===== src/inc/fiq_vec_defines.vh =====
`ifndef FIQ_VEC_DEFINES_VH
`define FIQ_VEC_DEFINES_VH

// Register byte addresses
`define ADDR_VECTOR_BASE 32'hffff0014
`define ADDR_VECTOR_POINTER 32'hffff001c
`define ADDR_NESTING_CONTROL 32'hffff0030
`define ADDR_PRIORITY_A 32'hffff0020
`define ADDR_PRIORITY_B 32'hffff0024
`define ADDR_PRIORITY_C 32'hffff0028
`define ADDR_NORMAL_STATUS 32'hffff0000
`define ADDR_NORMAL_RAW 32'hffff0004
`define ADDR_NORMAL_ENABLE 32'hffff0008
`define ADDR_NORMAL_CLEAR 32'hffff000c
`define ADDR_FAST_STATUS 32'hffff0100
`define ADDR_FAST_RAW 32'hffff0104
`define ADDR_FAST_ENABLE 32'hffff0108
`define ADDR_FAST_CLEAR 32'hffff010c
`define ADDR_SOFT_CONFIG 32'hffff0110

// Reset values
`define RST_ZERO32 32'h00000000
`define RST_BASE16 16'h0000
`define RST_PRIO3 3'h0

// Field positions
`define SOFT_FAST_BIT 2
`define SOFT_NORMAL_BIT 1
`define SOFT_SRC_BIT 1
`define FAST_SRC_BIT 0
`define NEST_NORMAL_BIT 0
`define NEST_FAST_BIT 1
`define VEC_BASE_LSB 7
`define VEC_BASE_MSB 22
`define VEC_IDX_LSB 2
`define VEC_IDX_MSB 6

// Vectoring
`define NUM_NORMAL_SRC 22
`define NUM_PRIO_SLOTS 24
`define PRIO_LEVELS 8

`endif


===== src/hw/prio_store.v =====
`timescale 1ns/1ps
// Priority level storage, registered read
module prio_store (
    input wire clk_in,
    input wire rst_b_in,
    input wire wr_en_in,
    input wire [1:0] wr_sel_in,
    input wire [31:0] wr_data_in,
    input wire [1:0] rd_sel_in,
    output reg [31:0] rd_data_out,
    output wire [71:0] levels_out
);
    reg [31:0] mem_reg [0:2];
    reg [71:0] levels_next;
    wire [95:0] words;
    integer i;
    integer k;

    assign words = {mem_reg[2], mem_reg[1], mem_reg[0]};

    // Three-bit level per source, one nibble per source
    always @* begin
        levels_next = 72'h000000000000000000;
        for (k = 0; k < 24; k = k + 1) begin
            levels_next[k*3 +: 3] = words[k*4 +: 3];
        end
    end

    assign levels_out = levels_next;

    always @(posedge clk_in or negedge rst_b_in) begin
        if (!rst_b_in) begin
            for (i = 0; i < 3; i = i + 1) begin
                mem_reg[i] <= 32'h00000000;
            end
            rd_data_out <= 32'h00000000;
        end else begin
            if (wr_en_in && wr_sel_in != 2'h3) begin
                mem_reg[wr_sel_in] <= wr_data_in & ((wr_sel_in == 2'h2) ? 32'h00777777 :
                    (wr_sel_in == 2'h1) ? 32'h77777777 : 32'h77777770);
            end
            rd_data_out <= (rd_sel_in == 2'h3) ? 32'h00000000 : mem_reg[rd_sel_in];
        end
    end
endmodule // prio_store


===== src/hw/fast_interrupt_and_vector_unit.v =====
`timescale 1ns/1ps
`include "fiq_vec_defines.vh"
module fast_interrupt_and_vector_unit (
    input wire clk_in,
    input wire rst_b_in,
    input wire [31:0] addr_in,
    input wire [31:0] wdata_in,
    input wire wr_in,
    input wire rd_in,
    output reg [31:0] rdata_out,
    input wire [31:0] fast_src_in,
    input wire [31:0] normal_src_in,
    output wire fast_req_out,
    output wire normal_req_out,
    output wire vectored_fast_out,
    output wire vectored_normal_out
);
    reg rst_meta_reg;
    reg rst_sync_reg;
    reg [31:0] fast_en_reg;
    reg [31:0] normal_en_reg;
    reg [2:0] soft_cfg_reg;
    reg [1:0] nest_reg;
    reg [15:0] base_reg;
    reg [31:0] rdata_next;
    reg [31:0] rdata_reg;
    reg rd_prio_reg;
    wire [31:0] fast_raw;
    wire [31:0] normal_raw;
    wire [31:0] fast_sta;
    wire [31:0] normal_sta;
    wire fast_or;
    wire [31:0] prio_rdata;
    wire [71:0] levels;
    wire prio_wr;
    wire [1:0] prio_sel;
    wire [4:0] best_idx;
    wire [31:0] vec_ptr;

    // Reset release
    always @(posedge clk_in or negedge rst_b_in) begin
        if (!rst_b_in) begin
            rst_meta_reg <= 1'b0;
            rst_sync_reg <= 1'b0;
        end else begin
            rst_meta_reg <= 1'b1;
            rst_sync_reg <= rst_meta_reg;
        end
    end

    // Highest priority active normal source, lowest index wins ties
    function [4:0] pick_best;
        input [31:0] sta;
        input [71:0] lv;
        integer k;
        reg [2:0] best_lv;
        reg found;
        begin
            pick_best = 5'h00;
            best_lv = 3'h0;
            found = 1'b0;
            for (k = 0; k < `NUM_NORMAL_SRC; k = k + 1) begin
                if (sta[k] && (!found || lv[k*3 +: 3] > best_lv)) begin
                    pick_best = k[4:0];
                    best_lv = lv[k*3 +: 3];
                    found = 1'b1;
                end
            end
        end
    endfunction

    // Raw sources with soft and fast-summary bits forced
    assign fast_raw = {fast_src_in[31:2], soft_cfg_reg[`SOFT_FAST_BIT], fast_or};
    assign normal_raw = {normal_src_in[31:2], soft_cfg_reg[`SOFT_NORMAL_BIT], fast_or};
    // Soft bit bypasses masks
    assign fast_sta = {fast_src_in[31:2] & fast_en_reg[31:2],
                       soft_cfg_reg[`SOFT_FAST_BIT], 1'b0};
    assign normal_sta = {normal_src_in[31:2] & normal_en_reg[31:2],
                         soft_cfg_reg[`SOFT_NORMAL_BIT], fast_or & normal_en_reg[0]};
    assign fast_or = |fast_sta[31:1];
    assign fast_req_out = fast_or;
    assign normal_req_out = (|normal_sta) & ~fast_or;
    assign vectored_fast_out = nest_reg[`NEST_FAST_BIT];
    assign vectored_normal_out = nest_reg[`NEST_NORMAL_BIT];

    assign prio_wr = wr_in && (addr_in == `ADDR_PRIORITY_A || addr_in == `ADDR_PRIORITY_B ||
                               addr_in == `ADDR_PRIORITY_C);
    assign prio_sel = (addr_in == `ADDR_PRIORITY_A) ? 2'h0 :
                      (addr_in == `ADDR_PRIORITY_B) ? 2'h1 :
                      (addr_in == `ADDR_PRIORITY_C) ? 2'h2 : 2'h3;

    prio_store u_prio (
        .clk_in(clk_in),
        .rst_b_in(rst_sync_reg),
        .wr_en_in(prio_wr),
        .wr_sel_in(prio_sel),
        .wr_data_in(wdata_in),
        .rd_sel_in(prio_sel),
        .rd_data_out(prio_rdata),
        .levels_out(levels)
    );

    assign best_idx = pick_best(normal_sta, levels);
    assign vec_ptr = {9'h000, base_reg, best_idx, 2'h0};

    // Register writes
    always @(posedge clk_in or negedge rst_sync_reg) begin
        if (!rst_sync_reg) begin
            fast_en_reg <= `RST_ZERO32;
            normal_en_reg <= `RST_ZERO32;
            soft_cfg_reg <= 3'h0;
            nest_reg <= 2'h0;
            base_reg <= `RST_BASE16;
        end else if (wr_in) begin
            case (addr_in)
                `ADDR_FAST_ENABLE: begin
                    fast_en_reg <= fast_en_reg | wdata_in;
                    normal_en_reg <= normal_en_reg & ~wdata_in;
                end
                `ADDR_FAST_CLEAR: fast_en_reg <= fast_en_reg & ~wdata_in;
                `ADDR_NORMAL_ENABLE: begin
                    normal_en_reg <= normal_en_reg | wdata_in;
                    fast_en_reg <= fast_en_reg & ~wdata_in;
                end
                `ADDR_NORMAL_CLEAR: normal_en_reg <= normal_en_reg & ~wdata_in;
                `ADDR_SOFT_CONFIG: soft_cfg_reg <= {wdata_in[2:1], 1'b0};
                `ADDR_NESTING_CONTROL: nest_reg <= wdata_in[1:0];
                `ADDR_VECTOR_BASE: base_reg <= wdata_in[15:0];
                default: base_reg <= base_reg;
            endcase
        end
    end

    // Read mux
    always @* begin
        case (addr_in)
            `ADDR_FAST_STATUS: rdata_next = fast_sta;
            `ADDR_FAST_RAW: rdata_next = fast_raw;
            `ADDR_FAST_ENABLE: rdata_next = fast_en_reg;
            `ADDR_NORMAL_STATUS: rdata_next = normal_sta;
            `ADDR_NORMAL_RAW: rdata_next = normal_raw;
            `ADDR_NORMAL_ENABLE: rdata_next = normal_en_reg;
            `ADDR_SOFT_CONFIG: rdata_next = {29'h00000000, soft_cfg_reg};
            `ADDR_NESTING_CONTROL: rdata_next = {30'h00000000, nest_reg};
            `ADDR_VECTOR_BASE: rdata_next = {16'h0000, base_reg};
            `ADDR_VECTOR_POINTER: rdata_next = vec_ptr;
            default: rdata_next = `RST_ZERO32;
        endcase
    end

    always @(posedge clk_in or negedge rst_sync_reg) begin
        if (!rst_sync_reg) begin
            rdata_reg <= `RST_ZERO32;
            rd_prio_reg <= 1'b0;
        end else begin
            rd_prio_reg <= rd_in && prio_sel != 2'h3;
            rdata_reg <= rd_in ? rdata_next : `RST_ZERO32;
        end
    end

    // Priority words come from the store's own read register
    always @* begin
        rdata_out = rd_prio_reg ? prio_rdata : rdata_reg;
    end
endmodule // fast_interrupt_and_vector_unit


===== config.mk =====
export PLATFORM = sky130hd
export DESIGN_NAME = fast_interrupt_and_vector_unit
export DESIGN_NICKNAME = d
export VERILOG_FILES = /design/src/hw/prio_store.v /design/src/hw/fast_interrupt_and_vector_unit.v
export VERILOG_INCLUDE_DIRS = /design/src /design/src/inc
export SDC_FILE = /design/constraint.sdc
export NUM_CORES = 1
export LEC_CHECK = 0
export ABC_AREA = 1
export BUFFER_PORTS_ARGS = -buffer_cell sky130_fd_sc_hd__buf_2
export CORE_MARGIN = 3
export CORE_UTILIZATION = 50
export CTS_BUF_LIST = sky130_fd_sc_hd__clkbuf_8 sky130_fd_sc_hd__clkbuf_16
export DETAILED_ROUTE_END_ITERATION = 8
export GPL_TIMING_DRIVEN = 0
export PLACE_DENSITY = 0.77
export SYNTH_ARGS = -nofsm -noshare
export SYNTH_HDL_FRONTEND = slang
export SYNTH_SLANG_ARGS = --single-unit

===== constraint.sdc =====
create_clock -name clk_in -period 7.68 [get_ports clk_in]
set_input_delay 0.768 -clock clk_in [delete_from_list [all_inputs] [get_ports clk_in]]
set_output_delay 0.768 -clock clk_in [all_outputs]
set_load 0.01 [all_outputs]

### Yosys cells after proc, flatten, opt, wreduce, memory -nomap -nowiden

Cells that the tools add are included.

* $lt $le $gt $ge: 23
* equal/unequal tests: 19
* mux-type cells: 80
* bitwise gates (word level): 12
* reduce and logical (&&, ||, !) cells: 80

Operators by type and width (number)
* $eq 32x32->1 const B: 15
* $pmux 32 s10: 1
* $mux 32: 7
* $pmux 32 s2: 2
* $mux 5: 20
* $and 32x32->32: 3
* $bwmux 96: 1
* $mux 3: 22
* $bmux 32 s2: 1
* $demux 32 s2: 1
* $or 32x32->32: 2
* $gt 3x3->1: 21
* $and 30x30->30: 2
* $not 32->32: 1
* $reduce_or 32->1: 1
* $reduce_or 31->1: 1
* $logic_and 1x1->1: 25
* $logic_or 1x1->1: 23
* $mux 1: 23
* $logic_not 1->1: 21
* $reduce_and 2->1: 5
* $eq 2x2->1 const B: 2
* $mux 2: 2
* $reduce_bool 2->1: 2
* other kinds (8): 10

* flip-flop bits (word level): 247
* input port bits: 132
* output and inout port bits: 36
* logic and storage cells: 227

### Longest topological paths before layout

* word-level depth: 90
* gate-level depth with buffers: 205
* depth with buffers taken out: 204

### Cells and area by module

A second synthesis with hierarchy kept.

* cell total of the unflattened synthesis: 1885
* area total of the unflattened synthesis: 14003.4 um^2

Modules (own cells, without submodules)
* fast_interrupt_and_vector_unit: times used 1, cells each 1338, area an instance 9631.7 um^2, sequential area each 2977.9 um^2
* prio_store: times used 1, cells each 547, area an instance 4371.7 um^2, sequential area each 2402.3 um^2

### Least setup slack after synthesis

No wires, ideal clock.

* path type: input -> register
* start: in fast_src_in[10]
* end: reg rdata_reg[5]
* library setup time: 0.077 ns
* arrival time: 22.193 ns
* required time: 7.603 ns
* slack: -14.591 ns
* stages: 197
* cells stage by stage: nand2_1 -> nand2_1 -> nor2_1 -> nand2_1 -> nor2_2 -> nand2_2 -> nand2_4 -> nor2_1 -> inv_1 -> ha_1 -> nand2_1 -> o21ai_0 -> nand2_1 -> nand3_1 -> nand2_1 -> nand2_1 -> o21ai_0 -> ha_1 -> [161 not listed] -> o21ai_2 -> ha_1 -> a21oi_1 -> o21ai_0 -> nand2_1 -> o21ai_0 -> nand2_1 -> nand2_1 -> o21ai_1 -> ha_1 -> a21oi_1 -> o21ai_0 -> a32o_1 -> nand3_1 -> nand2_1 -> nor2_1 -> nand4_1 -> a21oi_1

* cells in the longest elaborated chain, start to end: 90
* elaborated cells between the ends (all ways): 150
* those cells by class: order compare (21); mux (63); bitwise (2); reduce/logical (64)

Ends and longest elaborated chain
* start: declaration: line fast_interrupt_and_vector_unit.v:11 `input wire [31:0] fast_src_in,`
* $and 30x30->30 *: line fast_interrupt_and_vector_unit.v:76 `assign fast_sta = {fast_src_in[31:2] & fast_en_reg[31:2],`
* $reduce_or 31->1 *: line fast_interrupt_and_vector_unit.v:80 `assign fast_or = |fast_sta[31:1];`
* via fast_req_out: line fast_interrupt_and_vector_unit.v:13 `output wire fast_req_out,`
* $and 1x1->1 *: line fast_interrupt_and_vector_unit.v:79 `` soft_cfg_reg[`SOFT_NORMAL_BIT], fast_or & normal_en_reg[0]}; ``
* $mux 3 or $mux 1 (tied branches): line fast_interrupt_and_vector_unit.v:63 `if (sta[k] && (!found || lv[k*3 +: 3] > best_lv)) begin`
* $gt 3x3->1 or $logic_not 1->1 (tied branches): line fast_interrupt_and_vector_unit.v:63
* $logic_or 1x1->1: line fast_interrupt_and_vector_unit.v:63
* $logic_and 1x1->1: line fast_interrupt_and_vector_unit.v:63
* [75 not listed]
* $logic_and 1x1->1: line fast_interrupt_and_vector_unit.v:63
* $mux 3 or $mux 1 (tied branches): line fast_interrupt_and_vector_unit.v:63
* $gt 3x3->1 or $logic_not 1->1 (tied branches): line fast_interrupt_and_vector_unit.v:63
* $logic_or 1x1->1: line fast_interrupt_and_vector_unit.v:63
* $logic_and 1x1->1: line fast_interrupt_and_vector_unit.v:63
* $mux 5 *: line fast_interrupt_and_vector_unit.v:63
* $pmux 32 s10 *: line fast_interrupt_and_vector_unit.v:136 `case (addr_in)`
* $mux 32 (no source line) *
* end signal: assignment: line fast_interrupt_and_vector_unit.v:153 `` rdata_reg <= `RST_ZERO32; ``
* end signal: assignment: line fast_interrupt_and_vector_unit.v:157 `` rdata_reg <= rd_in ? rdata_next : `RST_ZERO32; ``
* end: declaration: line fast_interrupt_and_vector_unit.v:26 `reg [31:0] rdata_reg;`

Mark *: on every way through the listed nets, which the timed path passes. The rest lies on a longest branch.
A chain may end at the register's enable or synchronous reset.

### Worst setup path in the final report

* start: reg fast_en_reg[7]
* end: reg rdata_reg[5]

* cells in the longest elaborated chain, start to end: 90
* elaborated cells between the ends (all ways): 150
* those cells by class: order compare (21); mux (63); bitwise (2); reduce/logical (64)

Ends and longest elaborated chain
* start: declaration: line fast_interrupt_and_vector_unit.v:20 `reg [31:0] fast_en_reg;`
* start signal: assignment: line fast_interrupt_and_vector_unit.v:109 `` fast_en_reg <= `RST_ZERO32; ``
* start signal: assignment: line fast_interrupt_and_vector_unit.v:117 `fast_en_reg <= fast_en_reg | wdata_in;`
* start signal: assignment: line fast_interrupt_and_vector_unit.v:120 `` `ADDR_FAST_CLEAR: fast_en_reg <= fast_en_reg & ~wdata_in; ``
* $and 30x30->30 *: line fast_interrupt_and_vector_unit.v:76
* $reduce_or 31->1 *: line fast_interrupt_and_vector_unit.v:80
* $and 1x1->1 *: line fast_interrupt_and_vector_unit.v:79
* $mux 3 or $mux 1 (tied branches): line fast_interrupt_and_vector_unit.v:63
* $gt 3x3->1 or $logic_not 1->1 (tied branches): line fast_interrupt_and_vector_unit.v:63
* $logic_or 1x1->1: line fast_interrupt_and_vector_unit.v:63
* $logic_and 1x1->1: line fast_interrupt_and_vector_unit.v:63
* $mux 3 or $mux 1 (tied branches): line fast_interrupt_and_vector_unit.v:63
* [74 not listed]
* $logic_and 1x1->1: line fast_interrupt_and_vector_unit.v:63
* $mux 3 or $mux 1 (tied branches): line fast_interrupt_and_vector_unit.v:63
* $gt 3x3->1 or $logic_not 1->1 (tied branches): line fast_interrupt_and_vector_unit.v:63
* $logic_or 1x1->1: line fast_interrupt_and_vector_unit.v:63
* $logic_and 1x1->1: line fast_interrupt_and_vector_unit.v:63
* $mux 5 *: line fast_interrupt_and_vector_unit.v:63
* $pmux 32 s10 *: line fast_interrupt_and_vector_unit.v:136
* $mux 32 (no source line) *

Mark *: on every way between the ends. The rest lies on a longest branch, timed or not.

==> impl_metrics.json <==
{
  "mostFrequentLayoutCells": "nand2_1 (338), dfrtp_1 (213), inv_1 (189), buf_2 (163), nor2_1 (158)",
  "grt_pass1_wl_um": 77400,
  "dieArea_sq_um": 28600,
  "yosysSeqAreaShare_pct": 40.4,
  "avgSynthCellArea_sq_um": 7.70,
  "die_y_um": 169,
  "cts_buffer_depth": 3,
  "drv_slew": 0,
  "fin_crit_sh_pct": 300,
  "violations": "negative setup slack",
  "end_kind": "register",
  "nets": 2193,
  "largest_reg_flops": 72,
  "cts_tree": "yes",
  "fp.coreArea_sq_um": 26100,
  "ir_drop_v": 0.000175,
  "setup_violations": 5,
  "track_usage_pct": 35.4,
  "power.density_nw_per_um2": 176,
  "critPathLaunchType": "register",
  "dpl.hpwl_um": 38800,
  "timing.fmax_mhz": 43.4,
  "rsz0062_at_grt": "true",
  "skew_ns": 0.0230,
  "clkTransAtPathRegs_ns": 0.06,
  "crit_path_top_delay_cell": "dfrtp_1",
  "crit_top_cell": "nand2_4",
  "synthToLayoutAreaGrowth_pct": 30.7,
  "start_util_pct": 50.9,
  "synthArstFlopShare_pct": 100,
  "wl_per_cell_um": 22.7,
  "tightestPinTransition_ns": 1.20,
  "htreeDepth": 1,
  "hold_class": "reg2async",
  "slew_headroom_pct": 19.5,
  "synth_edf_count": 0,
  "diodes": 0,
  "rows": 59,
  "synth_cell_type_count": 49,
  "worstPathMaxFanout": 7,
  "outcome": "complete, but fails checks",
  "grt_pass1_vias": 13400,
  "worstPathBufferInverterCount": 22,
  "postRouteAntennaNets": 0,
  "ys_ff_latch": 215,
  "gp_congestion": 0.990,
  "drive_gt1_share_pct": 29.0,
  "cts-root-buf": "clkbuf_16",
  "synth.top_cell.area_share_pct": 40.4,
  "gr-total-overflow": 0,
  "clock-sinks": 215,
  "worst_slack_ns": -15.35,
  "power.leakage_uw": 0.00842,
  "synth_area_sq_um": 13300,
  "vias_per_cell": 6.02,
  "drv_cap": 0,
  "period_minus_slack_ns": 23.03,
  "cts_made_buffers": 25,
  "port_buffers": 163,
  "drt-total-wl_um": 53700,
  "antenna_found_initial": 0,
  "worst-setup-path-type": "reg2reg",
  "layout_commonest_cell": "nand2_1",
  "arrival_ns": 23.48,
  "ios": 168,
  "fin_tns_setup_ns": -76.30,
  "synth_top_area_cell": "dfrtp_1",
  "grt_max_degree": 74,
  "drc": 0,
  "mappedNetlistNets": 1913,
  "fin_util_pct": 66.6,
  "final-hold-violation-count": 0,
  "max_stage_delay_ns": 0.44,
  "synthTopCellsByArea": "dfrtp_1 (40%), nand2_1 (11%), o21ai_0 (7.3%)",
  "vias": 14200,
  "postSynthCellCount": 1728,
  "critical_path_required_ns": 8.13,
  "yosys_warnings": 0,
  "clk_latency_ns": 0.55,
  "die_w_um": 169,
  "fillCellCount": 2231,
  "path_delay_family": "simple AND/OR/NAND/NOR gates",
  "firstDrtPassIters": 5,
  "drt_iter0_drc": 1544,
  "ys.flop_type": "dfrtp_1"
}
[synth_stat cells (3+ instances only)]
| library cell | n |
|---|---|
| nand2_1 | 401 |
| dfrtp_1 | 215 |
| inv_1 | 201 |
| o21ai_0 | 193 |
| nor2_1 | 174 |
| a21oi_1 | 82 |
| clkbuf_1 | 59 |
| ha_1 | 53 |
| a22oi_1 | 47 |
| mux2i_1 | 37 |
| nand3_1 | 35 |
| o21a_1 | 29 |
| mux2_2 | 24 |
| nand2_2 | 24 |
| nand2_4 | 21 |
| nand3_2 | 17 |
| a41oi_1 | 12 |
| o22ai_1 | 10 |
| nand4_1 | 9 |
| o221ai_1 | 9 |
| nor3_1 | 8 |
| a2111oi_0 | 7 |
| a31oi_1 | 7 |
| o21ai_1 | 7 |
| buf_1 | 5 |
| a22o_1 | 4 |
| o211ai_1 | 4 |
| o21ai_2 | 4 |
| a21o_1 | 3 |
| clkinv_1 | 3 |
[through the flow]
step                hold slack (ns)  area, sq um  setup slack [ns]  total power, uW  cells
detailed placement            0.307        14800            -16.89             1560   2229
global placement              0.342        14800            -16.19             1540   2226
floorplan                     0.331        13500            -13.11             1440   1728
global route                  0.326        17400            -16.49             3160   2361
finish                        0.297        17400            -15.35             3060   2361
CTS                           0.308        16300            -14.72             2910   2315
[worst paths after layout]
kind                                     start                    end  slack, ns  depth (start not counted)
worst max-delay path            fast_en_reg[7]           rdata_reg[5]     -15.35                        195
worst min-delay path              rst_sync_reg      normal_en_reg[14]       0.30                          0
min in group clk_in               rst_meta_reg           rst_sync_reg       0.36                          0
max in group asynchronous         rst_sync_reg  u_prio.levels_out[66]       6.35                          2
worst min register to register    rst_sync_reg      normal_en_reg[14]       0.30                          0
worst max register to register  fast_en_reg[7]           rdata_reg[5]     -15.35                        195
[metal layers]
layer	global-route usage (%)	part of all wire (%)	up-vias
met5	0	0	-
met4	14.5	5.2	0
met3	7.13	10	181
met2	57.6	46	868
met1	46.5	38	6837
li1	-	-	6318
[power by group]
group	internal (uW)	switching, uW
registers	1130	3.91
clock network	807	501
logic	263	353
[worst reg2reg max path, delay by kind of cell, from the launching register on]
| family | cells | cell delay (ns) |
|---|---|---|
| compound gates | 58 | 6.97 |
| fa+ha+maj | 21 | 5.51 |
| buf+inv | 22 | 1.40 |
| flops | 1 | 0.44 |
| simple gates | 94 | 8.62 |
[cell families after synthesis]
logic type / after synthesis / synth area share, %
compound gates: 426 / 19.0
fa+ha+maj: 53 / 4.98
flops: 215 / 40.4
buf+inv: 273 / 7.81
mux: 61 / 4.81
simple gates: 699 / 23.0
other cells: 1 / 0.0282
[final cells by class]
cell class              instances  area [sq um]  share of cell area (%)
repair buffers                253          1560                    8.97
inverters                     206           778                    4.47
clock inverters                15           200                    1.15
multi-input cells            1240          8090                    46.5
well taps                     335           419                    2.41
plain buffers                  67           270                    1.55
flip-flops and latches        215          5390                    30.9
clock buffers                  30           694                    3.99
[timing repair]
item	4_1_cts	5_1_grt
hold buffers	1	0
hold endpoints to repair	2	0
endpoints found under the setup margin	5	5
pin swaps	62	98
resized for setup	70	155
buffers inserted	40	46
Power figures use the tool's default switching activity.
